`config.mk`:
```
export PLATFORM = sky130hd
export DESIGN_NAME = aie_event_logic
export DESIGN_NICKNAME = d
export VERILOG_FILES = /design/src/hdl/aie_pkg.sv /design/src/hdl/aie_event_logic.sv
export SDC_FILE = /design/constraint.sdc
export NUM_CORES = 2
export LEC_CHECK = 0
export BUFFER_PORTS_ARGS = -buffer_cell sky130_fd_sc_hd__buf_2
export CORE_ASPECT_RATIO = 0.75
export CORE_MARGIN = 10
export CORE_UTILIZATION = 40
export CTS_BUF_LIST = sky130_fd_sc_hd__clkbuf_4
export CTS_CLUSTER_DIAMETER = 30
export DETAILED_ROUTE_END_ITERATION = 8
export SYNTH_ARGS = -nofsm -noshare
export SYNTH_HDL_FRONTEND = slang
export SYNTH_SLANG_ARGS = --single-unit
```
`constraint.sdc`:
```
create_clock -name sys_clk -period 6.8 [get_ports sys_clk]
set_clock_uncertainty 0.1 [all_clocks]
set_input_delay 1.36 -clock sys_clk [delete_from_list [all_inputs] [get_ports sys_clk]]
set_output_delay 1.36 -clock sys_clk [all_outputs]
set_load 0.1 [all_outputs]
```
`src/hdl/aie_pkg.sv`:
```
// Purpose: Shared constants and types of the accelerometer interrupt and event logic.
// Assumes: One 200 MHz clock, synchronous active-low reset, byte-wide register port.
// Notes:   Field positions and encodings are shared by the design and its bench.
package aie_pkg;

	// ----------------------------------------------------------------
	// Register offsets
	// ----------------------------------------------------------------
	localparam logic [7:0] ADDR_ACT_THR = 8'h24;
	localparam logic [7:0] ADDR_INACT_THR = 8'h25;
	localparam logic [7:0] ADDR_INACT_DUR = 8'h26;
	localparam logic [7:0] ADDR_ENABLE = 8'h2e;
	localparam logic [7:0] ADDR_ROUTE = 8'h2f;
	localparam logic [7:0] ADDR_SOURCE = 8'h30;
	localparam logic [7:0] ADDR_FORMAT = 8'h31;
	localparam logic [7:0] ADDR_DATA_FIRST = 8'h32;
	localparam logic [7:0] ADDR_DATA_LAST = 8'h37;
	localparam logic [7:0] ADDR_BUF_CTL = 8'h38;

	// ----------------------------------------------------------------
	// Reset values
	// ----------------------------------------------------------------
	localparam logic [7:0] RST_ACT_THR = 8'h00;
	localparam logic [7:0] RST_INACT_THR = 8'h00;
	localparam logic [7:0] RST_INACT_DUR = 8'h00;
	localparam logic [7:0] RST_ENABLE = 8'h00;
	localparam logic [7:0] RST_ROUTE = 8'h00;
	localparam logic [7:0] RST_FORMAT = 8'h00;
	localparam logic [7:0] RST_BUF_CTL = 8'h00;

	// ----------------------------------------------------------------
	// Field positions
	// ----------------------------------------------------------------
	localparam int unsigned BIT_DRDY = 7;
	localparam int unsigned BIT_ACT = 4;
	localparam int unsigned BIT_INACT = 3;
	localparam int unsigned BIT_WMARK = 1;
	localparam int unsigned BIT_OVR = 0;
	localparam logic [7:0] EVENT_MASK = 8'h9b;
	localparam int unsigned FMT_INVERT = 5;
	localparam int unsigned BUF_MODE_LSB = 6;
	localparam int unsigned BUF_TRIG_PIN = 5;
	localparam int unsigned BUF_SAMPLES_LSB = 0;

	// ----------------------------------------------------------------
	// Sizes and timing
	// ----------------------------------------------------------------
	localparam int unsigned FIFO_DEPTH = 32;
	localparam int unsigned PTR_W = 5;
	localparam int unsigned CNT_W = 6;
	localparam int unsigned AXIS_W = 16;
	localparam int unsigned ACT_SHIFT = 4;
	localparam int unsigned SEC_W = 28;
	localparam int unsigned INACT_UNIT_S = 1;
	localparam int unsigned CLK_HZ = 200000000;
	localparam int unsigned INACT_UNIT_CYCLES = INACT_UNIT_S * CLK_HZ;

	// ----------------------------------------------------------------
	// Types
	// ----------------------------------------------------------------
	typedef enum logic [1:0] {MODE_BYPASS = 2'h0, MODE_FIFO = 2'h1, MODE_STREAM = 2'h2, MODE_TRIGGER = 2'h3} aie_mode_t;
	typedef enum logic [1:0] {TRG_IDLE = 2'h0, TRG_ARMED = 2'h1, TRG_HELD = 2'h3} aie_trig_t;

	typedef struct packed {
		logic [AXIS_W-1:0] z;
		logic [AXIS_W-1:0] y;
		logic [AXIS_W-1:0] x;
	} aie_sample_t;

	typedef struct packed {
		logic wr;
		logic rd;
		logic [7:0] addr;
		logic [7:0] wdata;
	} aie_reg_req_t;

	typedef struct packed {
		logic [7:0] act_thr;
		logic [7:0] inact_thr;
		logic [7:0] inact_dur;
		logic [7:0] enable;
		logic [7:0] route;
		logic [7:0] fmt;
		logic [7:0] buf_ctl;
		logic [7:0] flags;
		logic [7:0] rdata;
		logic rvalid;
		logic pin1;
		logic pin2;
		logic [1:0] prev_level;
		aie_sample_t bypass_data;
		logic unread;
		logic quiet;
		logic [7:0] quiet_secs;
		logic [SEC_W-1:0] sec_cnt;
		logic [PTR_W-1:0] wr_ptr;
		logic [PTR_W-1:0] rd_ptr;
		logic [CNT_W-1:0] count;
		aie_trig_t trig;
		aie_sample_t [FIFO_DEPTH-1:0] mem;
	} aie_state_t;

endpackage

```
`src/hdl/aie_event_logic.sv`:
```
// Purpose: Latched event flags, sample buffer and two interrupt pins of an accelerometer.
// Assumes: Register port and sample inputs are synchronous to sys_clk.
// Notes:   A read of the last data byte consumes one sample.

// What this block does
// - Two push-pull interrupt pins; each enabled source drives exactly one pin.
// - Pins are active high after reset; the format invert bit makes them active low.
// - All events work at once; a shared pin shows any routed source.
// - A source reaches a pin only when enabled; its routing bit picks the pin.
// - Flags are latched; data flags clear when data reads or a buffer control write remove their cause.
// - Non-data flags clear when the host reads the source register.
// - Data ready is set while an unread sample exists, clear otherwise.
// - Activity sets when a measured axis exceeds the activity threshold.
// - Inactivity sets when all axes stay below threshold longer than the duration.
// - The inactivity duration counts whole seconds, up to 255.
// - Watermark sets when the buffer count equals the samples field.
// - Watermark clears once reads bring the count below the samples field.
// - In bypass, overrun sets when a new sample replaces an unread one.
// - In other modes, overrun sets when the buffer becomes full.
// - Overrun clears when the host reads the buffer contents.
// - Buffer holds 32 samples; modes bypass, fifo, stream, trigger chosen by mode field.
// - In bypass the buffer stores nothing and stays empty.
module aie_event_logic
	import aie_pkg::*;
#(
	parameter int unsigned SEC_CYCLES = INACT_UNIT_CYCLES
) (
	input wire logic sys_clk,
	input wire logic rstn,
	input wire aie_reg_req_t reg_req,
	output logic [7:0] reg_rdata,
	output logic reg_rvalid,
	input wire logic sample_valid,
	input wire aie_sample_t sample,
	output logic first_irq_pin,
	output logic second_irq_pin
);

	// ----------------------------------------------------------------
	// Axis magnitudes
	// ----------------------------------------------------------------
	function automatic logic [7:0] aie_mag(input logic [AXIS_W-1:0] v);
		logic [AXIS_W-1:0] a;
		logic [AXIS_W-1:0] q;
		a = v[AXIS_W-1] ? AXIS_W'(~v + 16'h0001) : v;
		q = a >> ACT_SHIFT;
		aie_mag = (q > 16'h00ff) ? 8'hff : q[7:0];
	endfunction

	aie_state_t s;
	aie_state_t next_s;
	logic [2:0][AXIS_W-1:0] axis;
	logic [2:0] axis_over;
	logic [2:0] axis_under;
	logic [1:0] level;
	logic act_set;
	logic ovr_set;
	logic pop;
	logic tick;
	aie_mode_t mode;
	logic [PTR_W-1:0] samples;

	assign axis = {sample.z, sample.y, sample.x};

	for (genvar i = 0; i < 3; i++) begin : g_axis
		assign axis_over[i] = aie_mag(axis[i]) > s.act_thr;
		assign axis_under[i] = aie_mag(axis[i]) < s.inact_thr;
	end

	// ----------------------------------------------------------------
	// Next state
	// ----------------------------------------------------------------
	always_comb begin
		logic [CNT_W-1:0] cnt;
		logic push;
		logic data_rd;
		aie_sample_t head;
		cnt = s.count;
		push = 1'b0;
		data_rd = 1'b0;
		head = s.bypass_data;
		next_s = s;
		next_s.rvalid = 1'b0;
		act_set = 1'b0;
		ovr_set = 1'b0;
		tick = 1'b0;
		data_rd = reg_req.rd && (reg_req.addr == ADDR_DATA_LAST);

		// Pin levels from the latched, enabled flags.
		level[0] = |(s.flags & s.enable & ~s.route & EVENT_MASK);
		level[1] = |(s.flags & s.enable & s.route & EVENT_MASK);
		next_s.prev_level = level;
		next_s.pin1 = level[0] ^ s.fmt[FMT_INVERT];
		next_s.pin2 = level[1] ^ s.fmt[FMT_INVERT];

		// Register reads.
		head = (aie_mode_t'(s.buf_ctl[BUF_MODE_LSB +: 2]) == MODE_BYPASS) ? s.bypass_data : s.mem[s.rd_ptr];
		if (reg_req.rd) begin
			next_s.rvalid = 1'b1;
			unique case (reg_req.addr)
				ADDR_ACT_THR: next_s.rdata = s.act_thr;
				ADDR_INACT_THR: next_s.rdata = s.inact_thr;
				ADDR_INACT_DUR: next_s.rdata = s.inact_dur;
				ADDR_ENABLE: next_s.rdata = s.enable;
				ADDR_ROUTE: next_s.rdata = s.route;
				ADDR_SOURCE: next_s.rdata = s.flags;
				ADDR_FORMAT: next_s.rdata = s.fmt;
				ADDR_BUF_CTL: next_s.rdata = s.buf_ctl;
				8'h32: next_s.rdata = head.x[7:0];
				8'h33: next_s.rdata = head.x[15:8];
				8'h34: next_s.rdata = head.y[7:0];
				8'h35: next_s.rdata = head.y[15:8];
				8'h36: next_s.rdata = head.z[7:0];
				ADDR_DATA_LAST: next_s.rdata = head.z[15:8];
				default: next_s.rdata = 8'h00;
			endcase
		end

		// Register writes.
		if (reg_req.wr) begin
			unique case (reg_req.addr)
				ADDR_ACT_THR: next_s.act_thr = reg_req.wdata;
				ADDR_INACT_THR: next_s.inact_thr = reg_req.wdata;
				ADDR_INACT_DUR: next_s.inact_dur = reg_req.wdata;
				ADDR_ENABLE: next_s.enable = reg_req.wdata & EVENT_MASK;
				ADDR_ROUTE: next_s.route = reg_req.wdata & EVENT_MASK;
				ADDR_FORMAT: next_s.fmt = reg_req.wdata;
				ADDR_BUF_CTL: next_s.buf_ctl = reg_req.wdata;
				default: next_s.fmt = next_s.fmt;
			endcase
		end
		mode = aie_mode_t'(next_s.buf_ctl[BUF_MODE_LSB +: 2]);
		samples = next_s.buf_ctl[BUF_SAMPLES_LSB +: PTR_W];

		// Non-data flags clear on a source read; a new event wins.
		if (reg_req.rd && (reg_req.addr == ADDR_SOURCE)) begin
			next_s.flags[BIT_ACT] = 1'b0;
			next_s.flags[BIT_INACT] = 1'b0;
		end

		// Activity.
		if (sample_valid && (|axis_over)) begin
			act_set = 1'b1;
			next_s.flags[BIT_ACT] = 1'b1;
		end

		// Inactivity timing in whole seconds.
		if (sample_valid) begin
			next_s.quiet = &axis_under;
		end
		if (!s.quiet) begin
			next_s.sec_cnt = '0;
			next_s.quiet_secs = 8'h00;
		end else if (s.sec_cnt == SEC_W'(SEC_CYCLES - 1)) begin
			tick = 1'b1;
			next_s.sec_cnt = '0;
			if (s.quiet_secs == s.inact_dur) begin
				next_s.flags[BIT_INACT] = 1'b1;
			end else begin
				next_s.quiet_secs = s.quiet_secs + 8'h01;
			end
		end else begin
			next_s.sec_cnt = s.sec_cnt + SEC_W'(1);
		end
		if (sample_valid && !(&axis_under)) begin
			next_s.sec_cnt = '0;
			next_s.quiet_secs = 8'h00;
		end

		// Sample buffer.
		cnt = s.count;
		pop = data_rd && (s.count != '0) && (mode != MODE_BYPASS);
		push = sample_valid && (mode != MODE_BYPASS);
		if (pop) begin
			next_s.rd_ptr = s.rd_ptr + PTR_W'(1);
			cnt = cnt - CNT_W'(1);
			next_s.flags[BIT_OVR] = 1'b0;
		end
		if (push) begin
			if (cnt == CNT_W'(FIFO_DEPTH)) begin
				if (mode == MODE_STREAM || (mode == MODE_TRIGGER && s.trig != TRG_HELD)) begin
					next_s.mem[s.wr_ptr] = sample;
					next_s.wr_ptr = s.wr_ptr + PTR_W'(1);
					next_s.rd_ptr = next_s.rd_ptr + PTR_W'(1);
				end
			end else begin
				next_s.mem[s.wr_ptr] = sample;
				next_s.wr_ptr = s.wr_ptr + PTR_W'(1);
				cnt = cnt + CNT_W'(1);
				if (cnt == CNT_W'(FIFO_DEPTH)) begin
					ovr_set = 1'b1;
				end
			end
		end

		// Trigger mode keeps the newest samples after the selected pin fires.
		unique case (s.trig)
			TRG_IDLE: begin
				if (mode == MODE_TRIGGER) begin
					next_s.trig = TRG_ARMED;
				end
			end
			TRG_ARMED: begin
				if (mode == MODE_TRIGGER && level[s.buf_ctl[BUF_TRIG_PIN]] &&
					!s.prev_level[s.buf_ctl[BUF_TRIG_PIN]]) begin
					next_s.trig = TRG_HELD;
					if (cnt > {1'b0, samples}) begin
						next_s.rd_ptr = next_s.wr_ptr - samples;
						cnt = {1'b0, samples};
					end
				end
			end
			TRG_HELD: begin
				next_s.trig = TRG_HELD;
			end
			default: next_s.trig = TRG_IDLE;
		endcase

		// Bypass holds only the newest sample and empties the buffer.
		if (mode == MODE_BYPASS) begin
			cnt = '0;
			next_s.wr_ptr = '0;
			next_s.rd_ptr = '0;
			next_s.trig = TRG_IDLE;
			if (data_rd) begin
				next_s.unread = 1'b0;
				next_s.flags[BIT_OVR] = 1'b0;
			end
			if (sample_valid) begin
				next_s.bypass_data = sample;
				next_s.unread = 1'b1;
				if (s.unread && !data_rd) begin
					ovr_set = 1'b1;
				end
			end
		end else begin
			next_s.unread = 1'b0;
		end
		next_s.count = cnt;
		if (ovr_set) begin
			next_s.flags[BIT_OVR] = 1'b1;
		end

		// Data-related flags follow their condition.
		next_s.flags[BIT_DRDY] = (mode == MODE_BYPASS) ? next_s.unread : (cnt != '0);
		if (mode != MODE_BYPASS && samples != '0 && cnt == {1'b0, samples}) begin
			next_s.flags[BIT_WMARK] = 1'b1;
		end else if (cnt < {1'b0, samples} || samples == '0) begin
			next_s.flags[BIT_WMARK] = 1'b0;
		end
	end

	// ----------------------------------------------------------------
	// State register
	// ----------------------------------------------------------------
	always_ff @(posedge sys_clk) begin
		if (!rstn) begin
			s <= '0;
			s.act_thr <= RST_ACT_THR;
			s.inact_thr <= RST_INACT_THR;
			s.inact_dur <= RST_INACT_DUR;
			s.enable <= RST_ENABLE;
			s.route <= RST_ROUTE;
			s.fmt <= RST_FORMAT;
			s.buf_ctl <= RST_BUF_CTL;
			s.trig <= TRG_IDLE;
		end else begin
			s <= next_s;
		end
	end

	assign reg_rdata = s.rdata;
	assign reg_rvalid = s.rvalid;
	assign first_irq_pin = s.pin1;
	assign second_irq_pin = s.pin2;

	// ----------------------------------------------------------------
	// Checks
	// ----------------------------------------------------------------
	AST_DISABLED_PINS_IDLE: assert property (@(posedge sys_clk) disable iff (!rstn)
		(s.enable == 8'h00) |=> (first_irq_pin == $past(s.fmt[FMT_INVERT])) && (second_irq_pin == $past(s.fmt[FMT_INVERT])))
		else $error("Disabled sources reached a pin.");
	AST_PIN_FOLLOWS_FLAGS: assert property (@(posedge sys_clk) disable iff (!rstn)
		((s.flags & s.enable & ~s.route & EVENT_MASK) != 8'h00) && !s.fmt[FMT_INVERT] |=> first_irq_pin)
		else $error("First pin missed a routed flag.");
	AST_SECOND_PIN_INVERTED: assert property (@(posedge sys_clk) disable iff (!rstn)
		((s.flags & s.enable & s.route & EVENT_MASK) != 8'h00) && s.fmt[FMT_INVERT] |=> !second_irq_pin)
		else $error("Second pin ignored inversion.");
	AST_ACT_SETS: assert property (@(posedge sys_clk) disable iff (!rstn)
		act_set |=> s.flags[BIT_ACT])
		else $error("Activity flag not set.");
	AST_SOURCE_READ_CLEARS: assert property (@(posedge sys_clk) disable iff (!rstn)
		reg_req.rd && (reg_req.addr == ADDR_SOURCE) && !act_set |=> !s.flags[BIT_ACT])
		else $error("Source read left activity set.");
	AST_INACT_ON_TICK: assert property (@(posedge sys_clk) disable iff (!rstn)
		$rose(s.flags[BIT_INACT]) |-> $past(tick))
		else $error("Inactivity set without a second tick.");
	AST_BYPASS_EMPTY: assert property (@(posedge sys_clk) disable iff (!rstn)
		(s.buf_ctl[BUF_MODE_LSB +: 2] == MODE_BYPASS) |-> (s.count == '0))
		else $error("Buffer not empty in bypass.");
	AST_WMARK_EQUAL: assert property (@(posedge sys_clk) disable iff (!rstn)
		(s.buf_ctl[BUF_MODE_LSB +: 2] != MODE_BYPASS) && (s.buf_ctl[4:0] != 5'h00) &&
		(s.count == {1'b0, s.buf_ctl[4:0]}) |-> s.flags[BIT_WMARK])
		else $error("Watermark missing at level.");
	AST_WMARK_BELOW: assert property (@(posedge sys_clk) disable iff (!rstn)
		(s.count < {1'b0, s.buf_ctl[4:0]}) |-> !s.flags[BIT_WMARK])
		else $error("Watermark held below level.");
	AST_FULL_OVERRUN: assert property (@(posedge sys_clk) disable iff (!rstn)
		$rose(s.count == CNT_W'(FIFO_DEPTH)) |-> s.flags[BIT_OVR])
		else $error("Overrun not set on full.");
	AST_POP_CLEARS_OVR: assert property (@(posedge sys_clk) disable iff (!rstn)
		pop && !ovr_set |=> !s.flags[BIT_OVR])
		else $error("Overrun held after read.");
	AST_BYPASS_OVERRUN: assert property (@(posedge sys_clk) disable iff (!rstn)
		(mode == MODE_BYPASS) && sample_valid && s.unread && !(reg_req.rd && reg_req.addr == ADDR_DATA_LAST)
		|=> s.flags[BIT_OVR] ##1 1'b1)
		else $error("Bypass overrun missed.");
	AST_DRDY_EMPTY: assert property (@(posedge sys_clk) disable iff (!rstn)
		(s.count == '0) && (s.buf_ctl[BUF_MODE_LSB +: 2] != MODE_BYPASS) && !sample_valid && !reg_req.wr
		|=> !s.flags[BIT_DRDY])
		else $error("Data ready set with nothing unread.");
	AST_ONE_PIN_PER_SOURCE: assert property (@(posedge sys_clk) disable iff (!rstn)
		((s.enable & ~s.route & EVENT_MASK) == (s.enable & EVENT_MASK)) && !s.fmt[FMT_INVERT] |=> !second_irq_pin)
		else $error("Source routed to the first pin reached the second.");
	AST_TRIGGER_KEEPS_LAST: assert property (@(posedge sys_clk) disable iff (!rstn)
		$rose(s.trig == TRG_HELD) |-> (s.count <= {1'b0, s.buf_ctl[4:0]}))
		else $error("Trigger kept more than the samples field.");
	AST_BYPASS_DRDY: assert property (@(posedge sys_clk) disable iff (!rstn)
		(mode == MODE_BYPASS) && sample_valid |=> s.flags[BIT_DRDY])
		else $error("Data ready missed a new sample.");
	AST_BYPASS_READ_CLEARS_OVR: assert property (@(posedge sys_clk) disable iff (!rstn)
		(mode == MODE_BYPASS) && reg_req.rd && (reg_req.addr == ADDR_DATA_LAST) && !sample_valid
		|=> !s.flags[BIT_OVR])
		else $error("Overrun held after a bypass data read.");

	COV_TRIGGER_HELD: cover property (@(posedge sys_clk) disable iff (!rstn) s.trig == TRG_ARMED ##1 s.trig == TRG_HELD);
	COV_WMARK: cover property (@(posedge sys_clk) disable iff (!rstn) $rose(s.flags[BIT_WMARK]));
	COV_INACT: cover property (@(posedge sys_clk) disable iff (!rstn) $rose(s.flags[BIT_INACT]));
	COV_FULL: cover property (@(posedge sys_clk) disable iff (!rstn) $rose(s.flags[BIT_OVR]) && s.count == CNT_W'(FIFO_DEPTH));
	COV_BYPASS_OVERRUN: cover property (@(posedge sys_clk) disable iff (!rstn) (mode == MODE_BYPASS) && ovr_set);

endmodule // aie_event_logic

```
==> reports/results.ini <==
[setup_path]
critPathKind=register to register
cp.required_ns=7.93
critical_path.max_fanout=7
rr_startpoint=s[1538]$_SDFF_PN0_
cp.arrival_ns=6.80
reg2reg_slack_ns=1.13
reg2reg_depth=26
cp-start-kind=register
r2r_end=s[1654]$_SDFFE_PN0P_
end_kind=register

[floorplan]
io_pins=80
dieWidth_um=544
start_util_pct=40.2
num_rows=144
die-area_sq_um=225000
die_h_um=413
core_sq_um=205000

[routing]
wl_per_cell_um=25.8
avgViaCountPerCell=6.12
routed-via-count=72600
drt-total-wl_mm=306
ant_nets=0
drc=0
drt_iter0_markers=9420
firstDrtPassIters=9

[clock_tree]
cts-root-buf=clkbuf_4
holdBufCountCts=0
cts_tree=yes
clk_path_buf_depth=4
numCtsBuffers=441
cts.sinks=1708
clock_latency_ns=1.29
cts_resized=0
cts_setup_buffers=0
cts.clk_slew.worst_paths_ns=0.07
htree_levels=5

[power_and_ir_drop]
cellPowerDensity_nw_per_um2=220
clkPwrFrac_pct=46.0
p_int_mw=14.9
switchingPower_mw=4.96
p_leak_nw=29.1
power_frac_comb_pct=3.6
finalPower_mw=19.9
switching_share_pct=24.9
ir_drop_mv=0.123
p_seq_share_pct=50.4

[final_layout]
area_delta_synth_final_pct=9.65
multi_input_area_sq_um=44000
ff_latch_area_sq_um=34200
fin_nets=8978
nFillCells=19900
drive_above_1_share_pct=17.0

[sta]
hold_slack_ns=0.286
setup_tns_ns=0
setup_violations=0
drv_slew=0
rsz0062_at_grt=false
slew_headroom_pct=18.6
fin_crit_ns=5.67
min_period_over_period_pct=83.4
worst_pin_slew_ns=1.21
finalHoldViolCount=0
setup_slack_ns=1.13
clock.fmax_ghz=0.176

[logic_synthesis]
synth_top_cell_by_area=dfxtp_1
seq_area_frac_synth_pct=41.5
syn-cell-area_sq_um=82400
netlist_top_cells_count=nand2_1 (1819), dfxtp_1 (1708), nand3_1 (1623)
ys_top_cells_by_area=dfxtp_1 (42%), a21boi_1 (14%), mux4_2 (13%), nand3_1 (9.9%), nand2_1 (8.3%)
synth_fp_nets=9265
yosys_most_used_dff=dfxtp_1
synth_top_area_share_pct=41.5
synth-async-reset-ratio_pct=0
ys_types=77
synth_seq_cells=1708
avgSynthCellArea_sq_um=9.03
synth_edf_count=0
yosysWarningCount=0
synthCells=9124
yosysMostFrequentCell=nand2_1

[place]
io_buffers=79
hpwl_mm=173
place_ws_ns=0.275
place_congestion=0.857

[status]
outcome=finished, final reports clean

[worst_hold_path]
holdPathEnd=s[1714]$_SDFFE_PN0P_
min_path_type=input port to register
worstHoldStart=reg_req[5]
hold-path-cell-count=3

[global_route]
antenna_found_initial=28
grt_max_degree=219
overflow=0
grt_pass1_vias=69800
grt_pass1_wl_mm=455
grt_usage_pct=26.2

[job]
drv_cap=0

how the worst max path moves through the flow:
stage	slack [ns]	cells after the start	to	start
after global placement	0.12	25	s[1654]$_SDFFE_PN0P_	reg_req[10]
after floorplan	0.34	28	s[1654]$_SDFFE_PN0P_	reg_req[8]
final	1.13	26	s[1654]$_SDFFE_PN0P_	s[1538]$_SDFF_PN0_
after detailed placement	0.27	25	s[1654]$_SDFFE_PN0P_	reg_req[10]
after CTS	1.16	26	s[1654]$_SDFFE_PN0P_	s[1539]$_SDFF_PN0_
after global routing	0.68	26	s[1654]$_SDFFE_PN0P_	s[1538]$_SDFF_PN0_
power by group through the flow:
stage / sequential [mW] / combinational [mW] / clock [mW]
floorplan: 10.3 / 0.477 / 0
global placement: 10.3 / 0.697 / 0
detailed placement: 10.3 / 0.703 / 0
CTS: 10.0 / 0.703 / 9.26
global route: 10.0 / 0.752 / 9.80
finish: 10.0 / 0.720 / 9.15
final cells by class:
| cell class | instances | share of cell area, % |
|---|---|---|
| Tap cell | 2701 | 3.74 |
| Inverter | 36 | 0.150 |
| Clock buffer | 618 | 5.14 |
| Antenna cell | 21 | 0.0582 |
| Timing Repair Buffer | 334 | 3.41 |
| Clock inverter | 119 | 0.950 |
| Sequential cell | 1708 | 37.9 |
| Multi-Input combinational cell | 6316 | 48.7 |
cell families (layout without fill, tap and decap cells):
family / after synthesis / after routing / synth area share, %
AO/OA/AOI/OAI: 1856 / 1856 / 16.7
buffers and inverters: 1100 / 1107 / 5.51
multiplexers: 552 / 552 / 14.0
XOR/XNOR: 91 / 91 / 0.967
other: 0 / 21 / 0
AND/OR/NAND/NOR: 3745 / 3745 / 20.2
adder cells (fa/ha/maj): 72 / 72 / 1.10
flip-flops: 1708 / 1708 / 41.5
cell usage in the layout, fill, tap and decap left out, types with 49 or more instances in the layout:
master	Yosys	routed
clkbuf_4	0	618
xor2_1	49	49
nand2_1	1819	1786
dfxtp_1	1708	1703
buf_12	0	61
ha_1	71	71
nand3_1	1623	1623
clkinv_1	0	80
o21ai_0	59	59
nor2_1	127	124
a21boi_1	1495	1495
mux2i_1	61	61
a21boi_0	134	134
a21oi_1	53	53
buf_2	220	78
buf_4	36	194
mux4_2	481	481
critical path, cell delays in order (launching register included):
cell	delay, ns
dfxtp_1	0.46
inv_1	0.14
ha_1	0.22
or3b_2	0.23
nor2_1	0.10
or4_1	0.58
o21ai_0	0.38
inv_1	0.11
ha_1	0.23
o2111ai_1	0.14
a22oi_1	0.17
xnor2_1	0.25
ha_1	0.18
nor2b_1	0.04
o21a_1	0.17
o21ai_0	0.17
nand2b_1	0.08
a21oi_1	0.16
o22ai_1	0.10
and2_1	0.20
buf_4	0.16
mux2i_1	0.12
and2_1	0.16
ha_1	0.28
nand3_1	0.07
or4_1	0.46
a21oi_1	0.14
metal layers:
| metal | up-vias | wire length, um | global-route usage, % |
|---|---|---|---|
| met3 | 708 | 31900 | 5.23 |
| met1 | 36200 | 128000 | 36.4 |
| met2 | 3936 | 133000 | 39.6 |
| met5 | - | 41 | 0 |
| met4 | 6 | 12900 | 10.9 |
| li1 | 31700 | - | - |
sequential cells by signal (all words and copies together), names as in the netlist:
register / count
first_irq_pin: 1
reg_rdata: 8
second_irq_pin: 1
reg_rvalid: 1
s: 1697
stage by stage:
| step | instance area (sq um) | cells | util, % |
|---|---|---|---|
| after floorplan | 82400 | 9124 | - |
| after global placement | 84800 | 11100 | 41.4 |
| after detailed placement | 84800 | 11100 | 41.4 |
| after CTS | 90300 | 11800 | 44.0 |
| after global routing | 90300 | 11900 | 44.1 |
| final | 90300 | 11900 | 44.1 |
Note: power is estimated with default switching activity, not from simulation.
